<file path="src/core/tpc_params.svh">
`ifndef TPC_PARAMS_SVH
`define TPC_PARAMS_SVH

// ----------------------------------------------------------------------------
// Geometry
// ----------------------------------------------------------------------------
`define TPC_NUM_CH        8
`define TPC_CH_AW         3
`define TPC_CREG_W        12
`define TPC_GREG_W        8
`define TPC_IDX_W         10
`define TPC_OHM_W         10

// ----------------------------------------------------------------------------
// Register indices (byte address is four times the index)
// ----------------------------------------------------------------------------
`define TPC_CHAN_IDX_LAST 10'h007
`define TPC_GLOBAL_IDX    10'h082
`define TPC_STATUS_IDX    10'h083

// ----------------------------------------------------------------------------
// Channel control register fields
// ----------------------------------------------------------------------------
`define TPC_F_RX_TERM     7
`define TPC_F_TX_TERM     6
`define TPC_F_IMP_LO      4
`define TPC_F_RES_LO      2
`define TPC_F_PAT_LO      8
`define TPC_F_TXEN        11

// ----------------------------------------------------------------------------
// Global handover register fields
// ----------------------------------------------------------------------------
`define TPC_G_TXON_HO     7
`define TPC_G_RXTERM_HO   6

// ----------------------------------------------------------------------------
// Reset values and codes
// ----------------------------------------------------------------------------
`define TPC_CREG_RST      12'h000
`define TPC_GREG_RST      8'h00
`define TPC_RESP_OKAY     2'h0
`define TPC_RESP_SLVERR   2'h2
`define TPC_PSEL_PRBS     3'h4
`define TPC_PSEL_ONES     3'h5
`define TPC_PSEL_LUC      3'h6
`define TPC_PSEL_LDC      3'h7

`endif

</file>
<file path="src/core/tpc_pkg.sv">
package tpc_pkg;
`include "tpc_params.svh"

  typedef enum logic [1:0] {TPC_RD_IDLE, TPC_RD_FETCH, TPC_RD_RESP} tpc_rd_state_t;
  typedef enum logic [2:0] {TPC_PAT_NONE, TPC_PAT_PRBS, TPC_PAT_ONES, TPC_PAT_LUC, TPC_PAT_LDC} tpc_pattern_t;

  typedef logic [`TPC_CREG_W-1:0]                   tpc_creg_t;
  typedef logic [`TPC_NUM_CH-1:0][`TPC_CREG_W-1:0]  tpc_creg_arr_t;
  typedef logic [`TPC_NUM_CH-1:0][1:0]              tpc_ch2_t;
  typedef logic [`TPC_NUM_CH-1:0][`TPC_OHM_W-1:0]   tpc_ohm_arr_t;

  typedef struct packed {
    tpc_creg_arr_t regs;
    tpc_creg_t     rdata;
  } tpc_mem_state_t;

  typedef struct packed {
    logic                    awready;
    logic                    wready;
    logic                    aw_got;
    logic                    w_got;
    logic [`TPC_IDX_W-1:0]   waddr;
    logic [31:0]             wdata;
    logic [3:0]              wstrb;
    logic                    bvalid;
    logic [1:0]              bresp;
    logic                    arready;
    tpc_rd_state_t           rd_st;
    logic [`TPC_IDX_W-1:0]   raddr;
    logic                    rvalid;
    logic [31:0]             rdata;
    logic [1:0]              rresp;
    logic [`TPC_GREG_W-1:0]  global_reg;
    logic [`TPC_NUM_CH-1:0]  rx_int;
    logic [`TPC_NUM_CH-1:0]  tx_int;
    tpc_ch2_t                imp;
    tpc_ch2_t                res;
    tpc_ohm_arr_t            rint;
    logic [`TPC_NUM_CH-1:0]  txen;
    logic [`TPC_NUM_CH-1:0]  prbs;
    logic [`TPC_NUM_CH-1:0]  ones;
    logic [`TPC_NUM_CH-1:0]  luc;
    logic [`TPC_NUM_CH-1:0]  ldc;
  } tpc_ctrl_state_t;

  function automatic tpc_pattern_t tpc_decode_pattern(input logic [2:0] sel);
    tpc_pattern_t p;
    p = TPC_PAT_NONE;
    if (sel == `TPC_PSEL_PRBS) p = TPC_PAT_PRBS;
    if (sel == `TPC_PSEL_ONES) p = TPC_PAT_ONES;
    if (sel == `TPC_PSEL_LUC)  p = TPC_PAT_LUC;
    if (sel == `TPC_PSEL_LDC)  p = TPC_PAT_LDC;
    return p;
  endfunction

  // Internal receive resistor in ohms; zero stands for an open circuit.
  function automatic logic [`TPC_OHM_W-1:0] tpc_rint_ohms(input logic [1:0] imp, input logic [1:0] res);
    logic [`TPC_OHM_W-1:0] r;
    r = 10'h000;
    case ({res, imp})
      4'h0: r = 10'h064;
      4'h1: r = 10'h06E;
      4'h2: r = 10'h04B;
      4'h3: r = 10'h078;
      4'h4: r = 10'h0AC;
      4'h5: r = 10'h0CC;
      4'h6: r = 10'h06C;
      4'h7: r = 10'h0F0;
      4'h8: r = 10'h0C0;
      4'h9: r = 10'h0E8;
      4'hA: r = 10'h074;
      4'hB: r = 10'h118;
      4'hC: r = 10'h12C;
      4'hD: r = 10'h19C;
      4'hE: r = 10'h096;
      default: r = 10'h258;
    endcase
    return r;
  endfunction

endpackage

</file>
<file path="src/core/tpc_chanmem.sv">
`timescale 1ns/10ps
`include "tpc_params.svh"

module tpc_chanmem (
  input  wire logic                      aclk,
  input  wire logic                      aresetn,
  input  wire logic                      ce,
  input  wire logic                      we,
  input  wire logic [`TPC_CH_AW-1:0]     waddr,
  input  wire tpc_pkg::tpc_creg_t        wdata,
  input  wire tpc_pkg::tpc_creg_t        wmask,
  input  wire logic                      re,
  input  wire logic [`TPC_CH_AW-1:0]     raddr,
  output tpc_pkg::tpc_creg_t             rdata,
  output tpc_pkg::tpc_creg_arr_t         regs
);
  import tpc_pkg::*;

  tpc_mem_state_t m_q;
  tpc_mem_state_t m_d;

  // ----------------------------------------------------------------------------
  // Storage
  // ----------------------------------------------------------------------------
  // A read that meets a write to the same word returns the old contents.
  always_comb begin
    m_d = m_q;
    if (ce) begin
      if (we) begin
        m_d.regs[waddr] = (m_q.regs[waddr] & ~wmask) | (wdata & wmask);
      end
      if (re) begin
        m_d.rdata = m_q.regs[raddr];
      end
    end
  end

  always_ff @(posedge aclk) begin
    if (!aresetn) begin
      m_q <= '0;
    end else begin
      m_q <= m_d;
    end
  end

  assign rdata = m_q.rdata;
  assign regs  = m_q.regs;

endmodule

</file>
<file path="src/core/tpc_ctrl.sv">
// Design decision made here: the AXI4-Lite register port.
`timescale 1ns/10ps
`include "tpc_params.svh"

// Operation
// - Host mode: channel bit 7 selects internal receive termination
// - Hardware mode: receive strap sets all receive terminations
// - Hardware mode: transmit strap sets all transmit terminations
// - Host mode: channel bit 6 selects internal transmit termination
// - Reset leaves every channel on external termination
// - Impedance codes give 100, 110, 75, 120 ohms
// - Resistor field pairs 240, 210 or 150 ohms
// - External transmit termination disables internal circuitry
// - Global bit 7 hands transmit enable to pins
// - Global bit 6 hands receive termination to pin
// - Inactive transmit enable tri-states the transmit outputs
// - Pattern field decodes none, random, ones, loop codes
// - Hardware mode: per-channel strap forces all-ones transmission
// - All-ones ignores transmit data, sends AMI ones
module tpc_ctrl (
  input  wire logic                        aclk,
  input  wire logic                        aresetn,
  input  wire logic                        ce,
  input  wire logic [11:0]                 awaddr,
  input  wire logic                        awvalid,
  output logic                             awready,
  input  wire logic [31:0]                 wdata,
  input  wire logic [3:0]                  wstrb,
  input  wire logic                        wvalid,
  output logic                             wready,
  output logic [1:0]                       bresp,
  output logic                             bvalid,
  input  wire logic                        bready,
  input  wire logic [11:0]                 araddr,
  input  wire logic                        arvalid,
  output logic                             arready,
  output logic [31:0]                      rdata,
  output logic [1:0]                       rresp,
  output logic                             rvalid,
  input  wire logic                        rready,
  input  wire logic                        host_mode_pin,
  input  wire logic                        rx_term_internal_sel,
  input  wire logic                        tx_term_internal_sel,
  input  wire logic [1:0]                  term_impedance_sel,
  input  wire logic [1:0]                  rx_ext_resistor_sel,
  input  wire logic [`TPC_NUM_CH-1:0]      tx_output_enable_pin,
  input  wire logic [`TPC_NUM_CH-1:0]      all_ones_strap_pin,
  output logic [`TPC_NUM_CH-1:0]           rx_term_internal,
  output logic [`TPC_NUM_CH-1:0]           tx_term_internal,
  output tpc_pkg::tpc_ch2_t                line_term_impedance,
  output tpc_pkg::tpc_ch2_t                line_rx_ext_resistor,
  output tpc_pkg::tpc_ohm_arr_t            rx_rint_ohms,
  output logic [`TPC_NUM_CH-1:0]           tx_driver_enable,
  output logic [`TPC_NUM_CH-1:0]           prbs_pattern,
  output logic [`TPC_NUM_CH-1:0]           all_ones_pattern,
  output logic [`TPC_NUM_CH-1:0]           loop_up_code_pattern,
  output logic [`TPC_NUM_CH-1:0]           loop_down_code_pattern
);
  import tpc_pkg::*;

  tpc_ctrl_state_t s_q;
  tpc_ctrl_state_t s_d;

  logic                    mem_we;
  logic                    mem_re;
  tpc_creg_t               mem_rdata;
  tpc_creg_arr_t           chan_regs;
  tpc_creg_t               mem_wmask;
  logic                    wr_fire;
  logic                    tx_ho;
  logic                    rx_ho;

  // ----------------------------------------------------------------------------
  // Helpers
  // ----------------------------------------------------------------------------
  function automatic logic tpc_is_chan(input logic [`TPC_IDX_W-1:0] idx);
    return idx <= `TPC_CHAN_IDX_LAST;
  endfunction

  function automatic tpc_creg_t tpc_lane_mask(input logic [3:0] strb);
    tpc_creg_t m;
    m = {{4{strb[1]}}, {8{strb[0]}}};
    return m;
  endfunction

  // ----------------------------------------------------------------------------
  // Channel register store
  // ----------------------------------------------------------------------------
  assign wr_fire   = s_q.aw_got && s_q.w_got && !s_q.bvalid;
  assign mem_we    = ce && wr_fire && tpc_is_chan(s_q.waddr);
  assign mem_re    = ce && s_q.arready && arvalid;
  assign mem_wmask = tpc_lane_mask(s_q.wstrb);
  assign tx_ho     = s_q.global_reg[`TPC_G_TXON_HO];
  assign rx_ho     = s_q.global_reg[`TPC_G_RXTERM_HO];

  tpc_chanmem u_mem (
    .aclk    (aclk),
    .aresetn (aresetn),
    .ce      (ce),
    .we      (mem_we),
    .waddr   (s_q.waddr[`TPC_CH_AW-1:0]),
    .wdata   (s_q.wdata[`TPC_CREG_W-1:0]),
    .wmask   (mem_wmask),
    .re      (mem_re),
    .raddr   (araddr[`TPC_CH_AW+1:2]),
    .rdata   (mem_rdata),
    .regs    (chan_regs)
  );

  // ----------------------------------------------------------------------------
  // Next state
  // ----------------------------------------------------------------------------
  // Hardware mode ignores the handover register: the straps and pins own every
  // selection, so software cannot override a board strap by accident.
  always_comb begin
    tpc_pattern_t pat;
    logic [2:0]   psel;
    pat  = TPC_PAT_NONE;
    psel = 3'h0;
    s_d  = s_q;
    if (ce) begin
      if (wr_fire) begin
        s_d.bvalid = 1'h1;
        s_d.aw_got = 1'h0;
        s_d.w_got  = 1'h0;
        s_d.bresp  = `TPC_RESP_OKAY;
        if (tpc_is_chan(s_q.waddr)) begin
          s_d.bresp = `TPC_RESP_OKAY;
        end else if (s_q.waddr == `TPC_GLOBAL_IDX) begin
          if (s_q.wstrb[0]) begin
            s_d.global_reg = s_q.wdata[`TPC_GREG_W-1:0];
          end
        end else begin
          s_d.bresp = `TPC_RESP_SLVERR;
        end
      end else if (s_q.bvalid && bready) begin
        s_d.bvalid = 1'h0;
      end
      if (s_q.awready && awvalid) begin
        s_d.aw_got = 1'h1;
        s_d.waddr  = awaddr[11:2];
      end
      if (s_q.wready && wvalid) begin
        s_d.w_got = 1'h1;
        s_d.wdata = wdata;
        s_d.wstrb = wstrb;
      end
      s_d.awready = !s_d.aw_got && !s_d.bvalid;
      s_d.wready  = !s_d.w_got && !s_d.bvalid;

      unique case (s_q.rd_st)
        TPC_RD_IDLE: begin
          if (s_q.arready && arvalid) begin
            s_d.raddr = araddr[11:2];
            s_d.rd_st = TPC_RD_FETCH;
          end
        end
        TPC_RD_FETCH: begin
          s_d.rd_st  = TPC_RD_RESP;
          s_d.rvalid = 1'h1;
          s_d.rresp  = `TPC_RESP_OKAY;
          if (tpc_is_chan(s_q.raddr)) begin
            s_d.rdata = {20'h00000, mem_rdata};
          end else if (s_q.raddr == `TPC_GLOBAL_IDX) begin
            s_d.rdata = {24'h000000, s_q.global_reg};
          end else if (s_q.raddr == `TPC_STATUS_IDX) begin
            s_d.rdata = {s_q.ones, s_q.txen, s_q.tx_int, s_q.rx_int};
          end else begin
            s_d.rdata = 32'h00000000;
            s_d.rresp = `TPC_RESP_SLVERR;
          end
        end
        TPC_RD_RESP: begin
          if (rready) begin
            s_d.rvalid = 1'h0;
            s_d.rd_st  = TPC_RD_IDLE;
          end
        end
      endcase
      s_d.arready = (s_d.rd_st == TPC_RD_IDLE);

      for (int c = 0; c < `TPC_NUM_CH; c++) begin
        if (host_mode_pin) begin
          s_d.rx_int[c] = rx_ho ? rx_term_internal_sel : chan_regs[c][`TPC_F_RX_TERM];
          s_d.tx_int[c] = chan_regs[c][`TPC_F_TX_TERM];
          s_d.imp[c]    = chan_regs[c][`TPC_F_IMP_LO +: 2];
          s_d.res[c]    = chan_regs[c][`TPC_F_RES_LO +: 2];
          s_d.txen[c]   = tx_ho ? tx_output_enable_pin[c] : chan_regs[c][`TPC_F_TXEN];
          psel          = chan_regs[c][`TPC_F_PAT_LO +: 3];
        end else begin
          s_d.rx_int[c] = rx_term_internal_sel;
          s_d.tx_int[c] = tx_term_internal_sel;
          s_d.imp[c]    = term_impedance_sel;
          s_d.res[c]    = rx_ext_resistor_sel;
          s_d.txen[c]   = tx_output_enable_pin[c];
          psel          = all_ones_strap_pin[c] ? `TPC_PSEL_ONES : 3'h0;
        end
        // An open receive resistor reads as zero ohms on this port.
        s_d.rint[c] = s_d.rx_int[c] ? tpc_rint_ohms(s_d.imp[c], s_d.res[c]) : 10'h000;
        pat         = tpc_decode_pattern(psel);
        s_d.prbs[c] = (pat == TPC_PAT_PRBS);
        s_d.ones[c] = (pat == TPC_PAT_ONES);
        s_d.luc[c]  = (pat == TPC_PAT_LUC);
        s_d.ldc[c]  = (pat == TPC_PAT_LDC);
      end
    end
  end

  // Everything resets to zero: external termination, drivers off, no pattern.
  always_ff @(posedge aclk) begin
    if (!aresetn) begin
      s_q <= '0;
    end else begin
      s_q <= s_d;
    end
  end

  // ----------------------------------------------------------------------------
  // Outputs
  // ----------------------------------------------------------------------------
  assign awready                = s_q.awready;
  assign wready                 = s_q.wready;
  assign bresp                  = s_q.bresp;
  assign bvalid                 = s_q.bvalid;
  assign arready                = s_q.arready;
  assign rdata                  = s_q.rdata;
  assign rresp                  = s_q.rresp;
  assign rvalid                 = s_q.rvalid;
  assign rx_term_internal       = s_q.rx_int;
  assign tx_term_internal       = s_q.tx_int;
  assign line_term_impedance    = s_q.imp;
  assign line_rx_ext_resistor   = s_q.res;
  assign rx_rint_ohms           = s_q.rint;
  assign tx_driver_enable       = s_q.txen;
  assign prbs_pattern           = s_q.prbs;
  assign all_ones_pattern       = s_q.ones;
  assign loop_up_code_pattern   = s_q.luc;
  assign loop_down_code_pattern = s_q.ldc;
endmodule

</file>
<file path="config.mk">
export PLATFORM = sky130hd
export DESIGN_NAME = tpc_ctrl
export DESIGN_NICKNAME = d
export VERILOG_FILES = /design/src/core/tpc_pkg.sv /design/src/core/tpc_chanmem.sv /design/src/core/tpc_ctrl.sv
export VERILOG_INCLUDE_DIRS = /design/src /design/src/core
export SDC_FILE = /design/constraint.sdc
export NUM_CORES = 1
export LEC_CHECK = 0
export BUFFER_PORTS_ARGS = -buffer_cell sky130_fd_sc_hd__buf_4
export CAP_MARGIN = 25
export CORE_ASPECT_RATIO = 1.5
export CORE_MARGIN = 3
export CORE_UTILIZATION = 25
export DETAILED_ROUTE_END_ITERATION = 8
export HOLD_SLACK_MARGIN = 0.15
export PLACE_DENSITY_LB_ADDON = 0.3
export SLEW_MARGIN = 10
export SYNTH_ARGS = -nofsm -noshare
export SYNTH_HDL_FRONTEND = slang
export SYNTH_SLANG_ARGS = --single-unit
</file>
<file path="constraint.sdc">
create_clock -name aclk -period 2.1 [get_ports aclk]
set_input_delay 0.105 -clock aclk [delete_from_list [all_inputs] [get_ports aclk]]
set_output_delay 0.105 -clock aclk [all_outputs]
set_load 0.01 [all_outputs]
</file>
==> results.py <==
metrics = {
    "run_status": {
        "status": "finished, final reports clean",
    },
    "clock_tree": {
        "clkTransAtPathRegs_ns": 0.07,
        "insertion_delay_ns": 0.59,
        "cts_tree": "built",
        "cts_buffer_depth": 3,
        "cts_root_buffer": "clkbuf_16",
        "cts_buffers": 41,
        "cts_sinks": 361,
        "htreeDepth": 2,
    },
    "power_and_ir_drop": {
        "p_int_uw": 12400,
        "peakVddDrop_uv": 507,
        "power_frac_comb_pct": 11.4,
        "p_leak_uw": 0.0100,
        "switching_power_uw": 4320,
        "pwr-share-clk_pct": 46.1,
        "switching_share_pct": 25.8,
        "power.density_nw_per_um2": 687,
        "p_seq_share_pct": 42.5,
    },
    "timing": {
        "final.min_clock_period_ns": 1.99,
        "setup_viol_count_final": 0,
        "tightest_slew_ns": 0.790,
        "fmax_mhz": 503,
        "finalCritPeriodShare_pct": 94.7,
        "maxSlewHeadroom_pct": 47.4,
        "fin_skew_ns": 0.0222,
        "layout_setup_ws_ns": 0.111,
        "maxSlewViolCount": 0,
        "rsz0062_at_grt": "no",
        "hold_viol": 0,
    },
    "routing": {
        "drt-total-wl_um": 71600,
        "wl_per_cell_um": 20.6,
        "drt_iter0_markers": 1089,
        "antenna_left": 0,
        "remaining_drc_errors": 0,
        "vias": 17100,
        "drt_pre_antenna_iters": 5,
        "via_per_inst": 4.92,
    },
    "floorplanning": {
        "core_um2": 77600,
        "initial_core_util_pct": 25.3,
        "die_area_um2": 82000,
        "ios": 300,
        "die-width_um": 235,
        "rows": 125,
        "die_h_um": 349,
    },
    "synth": {
        "synth-seq-cells": 361,
        "synthFlopType": "dfxtp_1",
        "ys_warn_count": 0,
        "synth_cell_type_count": 70,
        "netlist_area_um2": 19600,
        "synth_edf_count": 0,
        "synthArstFlopShare_pct": 0,
        "syn_avg_cell_area_um2": 8.75,
        "synth_cells": 2243,
        "yosysSeqAreaShare_pct": 36.8,
    },
    "place": {
        "dp_hpwl_um": 54700,
        "place_area_um2": 22300,
        "port_buffers": 271,
        "dp_slack_ns": -0.236,
        "gp_congestion": 0.877,
    },
    "critical_path": {
        "critPathKind": "flop to flop",
        "start_kind": "flop",
        "endpoint_kind": "flop",
        "path_delay_family": "simple AND/OR/NAND/NOR gates",
        "critical_path.cell_chain": "or4_4, nor4_4, buf_12, nand4_1, buf_4, nand3_1, o21ai_0",
        "cp_max_fo": 14,
        "worstPathBufferInverterCount": 2,
        "slowest_delay_ns": 0.55,
        "slowest_stage": "or4_4",
        "cp_data_required_time_ns": 2.54,
        "crit_arrival_ns": 2.43,
    },
    "grt": {
        "grt_pass1_vias": 17300,
        "grt-ovfl-total": 0,
        "grt_util_all_layers_pct": 16.9,
        "grt_antenna_before_repair": 1,
        "grt_max_degree": 54,
        "grt_pass1_wl_um": 108000,
    },
    "layout": {
        "drive_gt1_share_pct": 24.3,
        "syn_to_final_growth_pct": 24.2,
        "antenna_cells": 0,
        "fin_area_um2": 24400,
        "num-nets-final": 2589,
    },
    "hold_path": {
        "min_path_type": "input pin to flop",
    },
    "run": {
        "drv_cap": 0,
    },
}
cell usage after synthesis, types with 11 or more instances:
cell type  instances  share of area, %
a21oi_1           98               2.5
mux2_2            21               1.2
and2_1            46               1.5
o21ai_0          184               4.7
nand3_1          117               3.0
clkbuf_1          96               1.8
buf_1             17              0.33
and3_1            11              0.35
buf_2             33              0.84
o211a_1           41               2.1
inv_1             59               1.1
nor3_1            14              0.36
o221ai_1          15              0.67
a22o_1            41               1.8
buf_4            209               8.0
nand2b_1          16              0.51
a21boi_0          49               1.9
o31ai_1           16              0.61
ha_1              59               3.8
mux4_2            31               3.6
nand2_1          241               4.6
a22oi_1           18              0.69
o211ai_1          23              0.88
o21a_1            15              0.57
mux2i_1           82               4.2
a32o_1            15              0.76
nor2_1            71               1.4
a31oi_1           23              0.73
nor2b_1           64               2.0
a211oi_1          19              0.73
o2bb2ai_1         22              0.98
dfxtp_1          361                37
layout make-up:
cell class              instances  area, um^2
clock buffers                  57        1190
well taps                    1016        1270
multi-input cells            1456        9940
inverters                      63         236
flip-flops and latches        361        7230
repair buffers                516        4270
clock inverters                15         240
fillers                      8168       53200
power by group through the flow:
stage	registers (uW)	logic [uW]	clock network, uW
2_1_floorplan	7200	1130	0
3_3_place_gp	7270	1810	0
3_5_place_dp	7270	1830	0
4_1_cts	7120	1930	7930
5_1_grt	7130	2080	8150
6_report	7110	1910	7710
routing by layer:
metal  track usage [%]  part of all wire (%)  vias to the layer above
met1              20.1                    41                     8363
met2              30.7                    51                      488
met5                 0                     0                        -
met3              2.19                   4.3                      120
met4              6.49                   3.8                        0
li1                  -                     -                     8168
worst paths after layout:
kind	start	to	slack, ns	depth (start not counted)
setup / recovery	s_q[268]	u_mem.regs[36]	0.11	7
hold / removal	rx_ext_resistor_sel[0]	rx_rint_ohms[5]	0.19	5
setup reg to reg	s_q[268]	u_mem.regs[36]	0.11	7
hold reg to reg	rx_rint_ohms[23]	rx_rint_ohms[23]	0.45	2
per-stage QoR:
stage | util [%] | instances | setup TNS, ns | total power (uW) | hold WS [ns]
after floorplan | - | 2244 | -0.139 | 8340 | 0.250
after global placement | 28.8 | 3352 | -0.522 | 9080 | 0.371
after detailed placement | 28.8 | 3352 | -1.01 | 9100 | 0.379
after CTS | 31.4 | 3483 | 0 | 17000 | 0.161
after global routing | 31.4 | 3484 | 0 | 17400 | 0.220
final | 31.4 | 3484 | 0 | 16700 | 0.193
flip-flops by register name, indices dropped and copies added (netlist names), 2 cells and up:
name,count
u_mem.regs,96
rx_rint_ohms,80
s_q,43
rdata,32
line_rx_ext_resistor,16
line_term_impedance,16
u_mem.rdata,12
all_ones_pattern,8
loop_down_code_pattern,8
loop_up_code_pattern,8
prbs_pattern,8
rx_term_internal,8
tx_driver_enable,8
tx_term_internal,8
mem_wmask,2
layout by cell type (no fill, tap or decap), types with 31 or more instances in the layout:
master | synthesis | final
a22o_1 | 41 | 41
ha_1 | 59 | 59
dfxtp_1 | 361 | 358
mux2i_1 | 82 | 82
buf_4 | 209 | 436
nand3_1 | 117 | 117
a21boi_0 | 49 | 49
nor2_1 | 71 | 71
a21oi_1 | 98 | 96
o21ai_0 | 184 | 181
and2_1 | 46 | 46
nor2b_1 | 64 | 63
nand2_1 | 241 | 241
dlygate4sd3_1 | 0 | 59
inv_1 | 59 | 59
mux4_2 | 31 | 31
clkbuf_16 | 0 | 42
o211a_1 | 41 | 41
kinds of logic after synthesis:
group	after synthesis	share of synthesized area (%)
buffers and inverters	427	12.6
and+or+nand+nor	628	15.9
adders and majority gates	59	3.76
DFF	361	36.8
AOI/OAI and AO/OA	621	21.4
other	1	0.0191
xor gates and xnor gates	12	0.535
muxes	134	8.94
tightest hold or removal path: stages:
cell and delay, ns:
buf_4 0.21, nor2_1 0.13, o31ai_1 0.08, nand2_1 0.07, a32o_1 0.14
timing repair:
action                                  CTS  global route
pin swaps                                 0             3
hold endpoints to repair                100             0
hold buffers                             59             0
resized for setup                         2             6
buffers inserted                          0             1
endpoints found under the setup margin    4            52
Note: power is estimated with default switching activity, not from simulation.
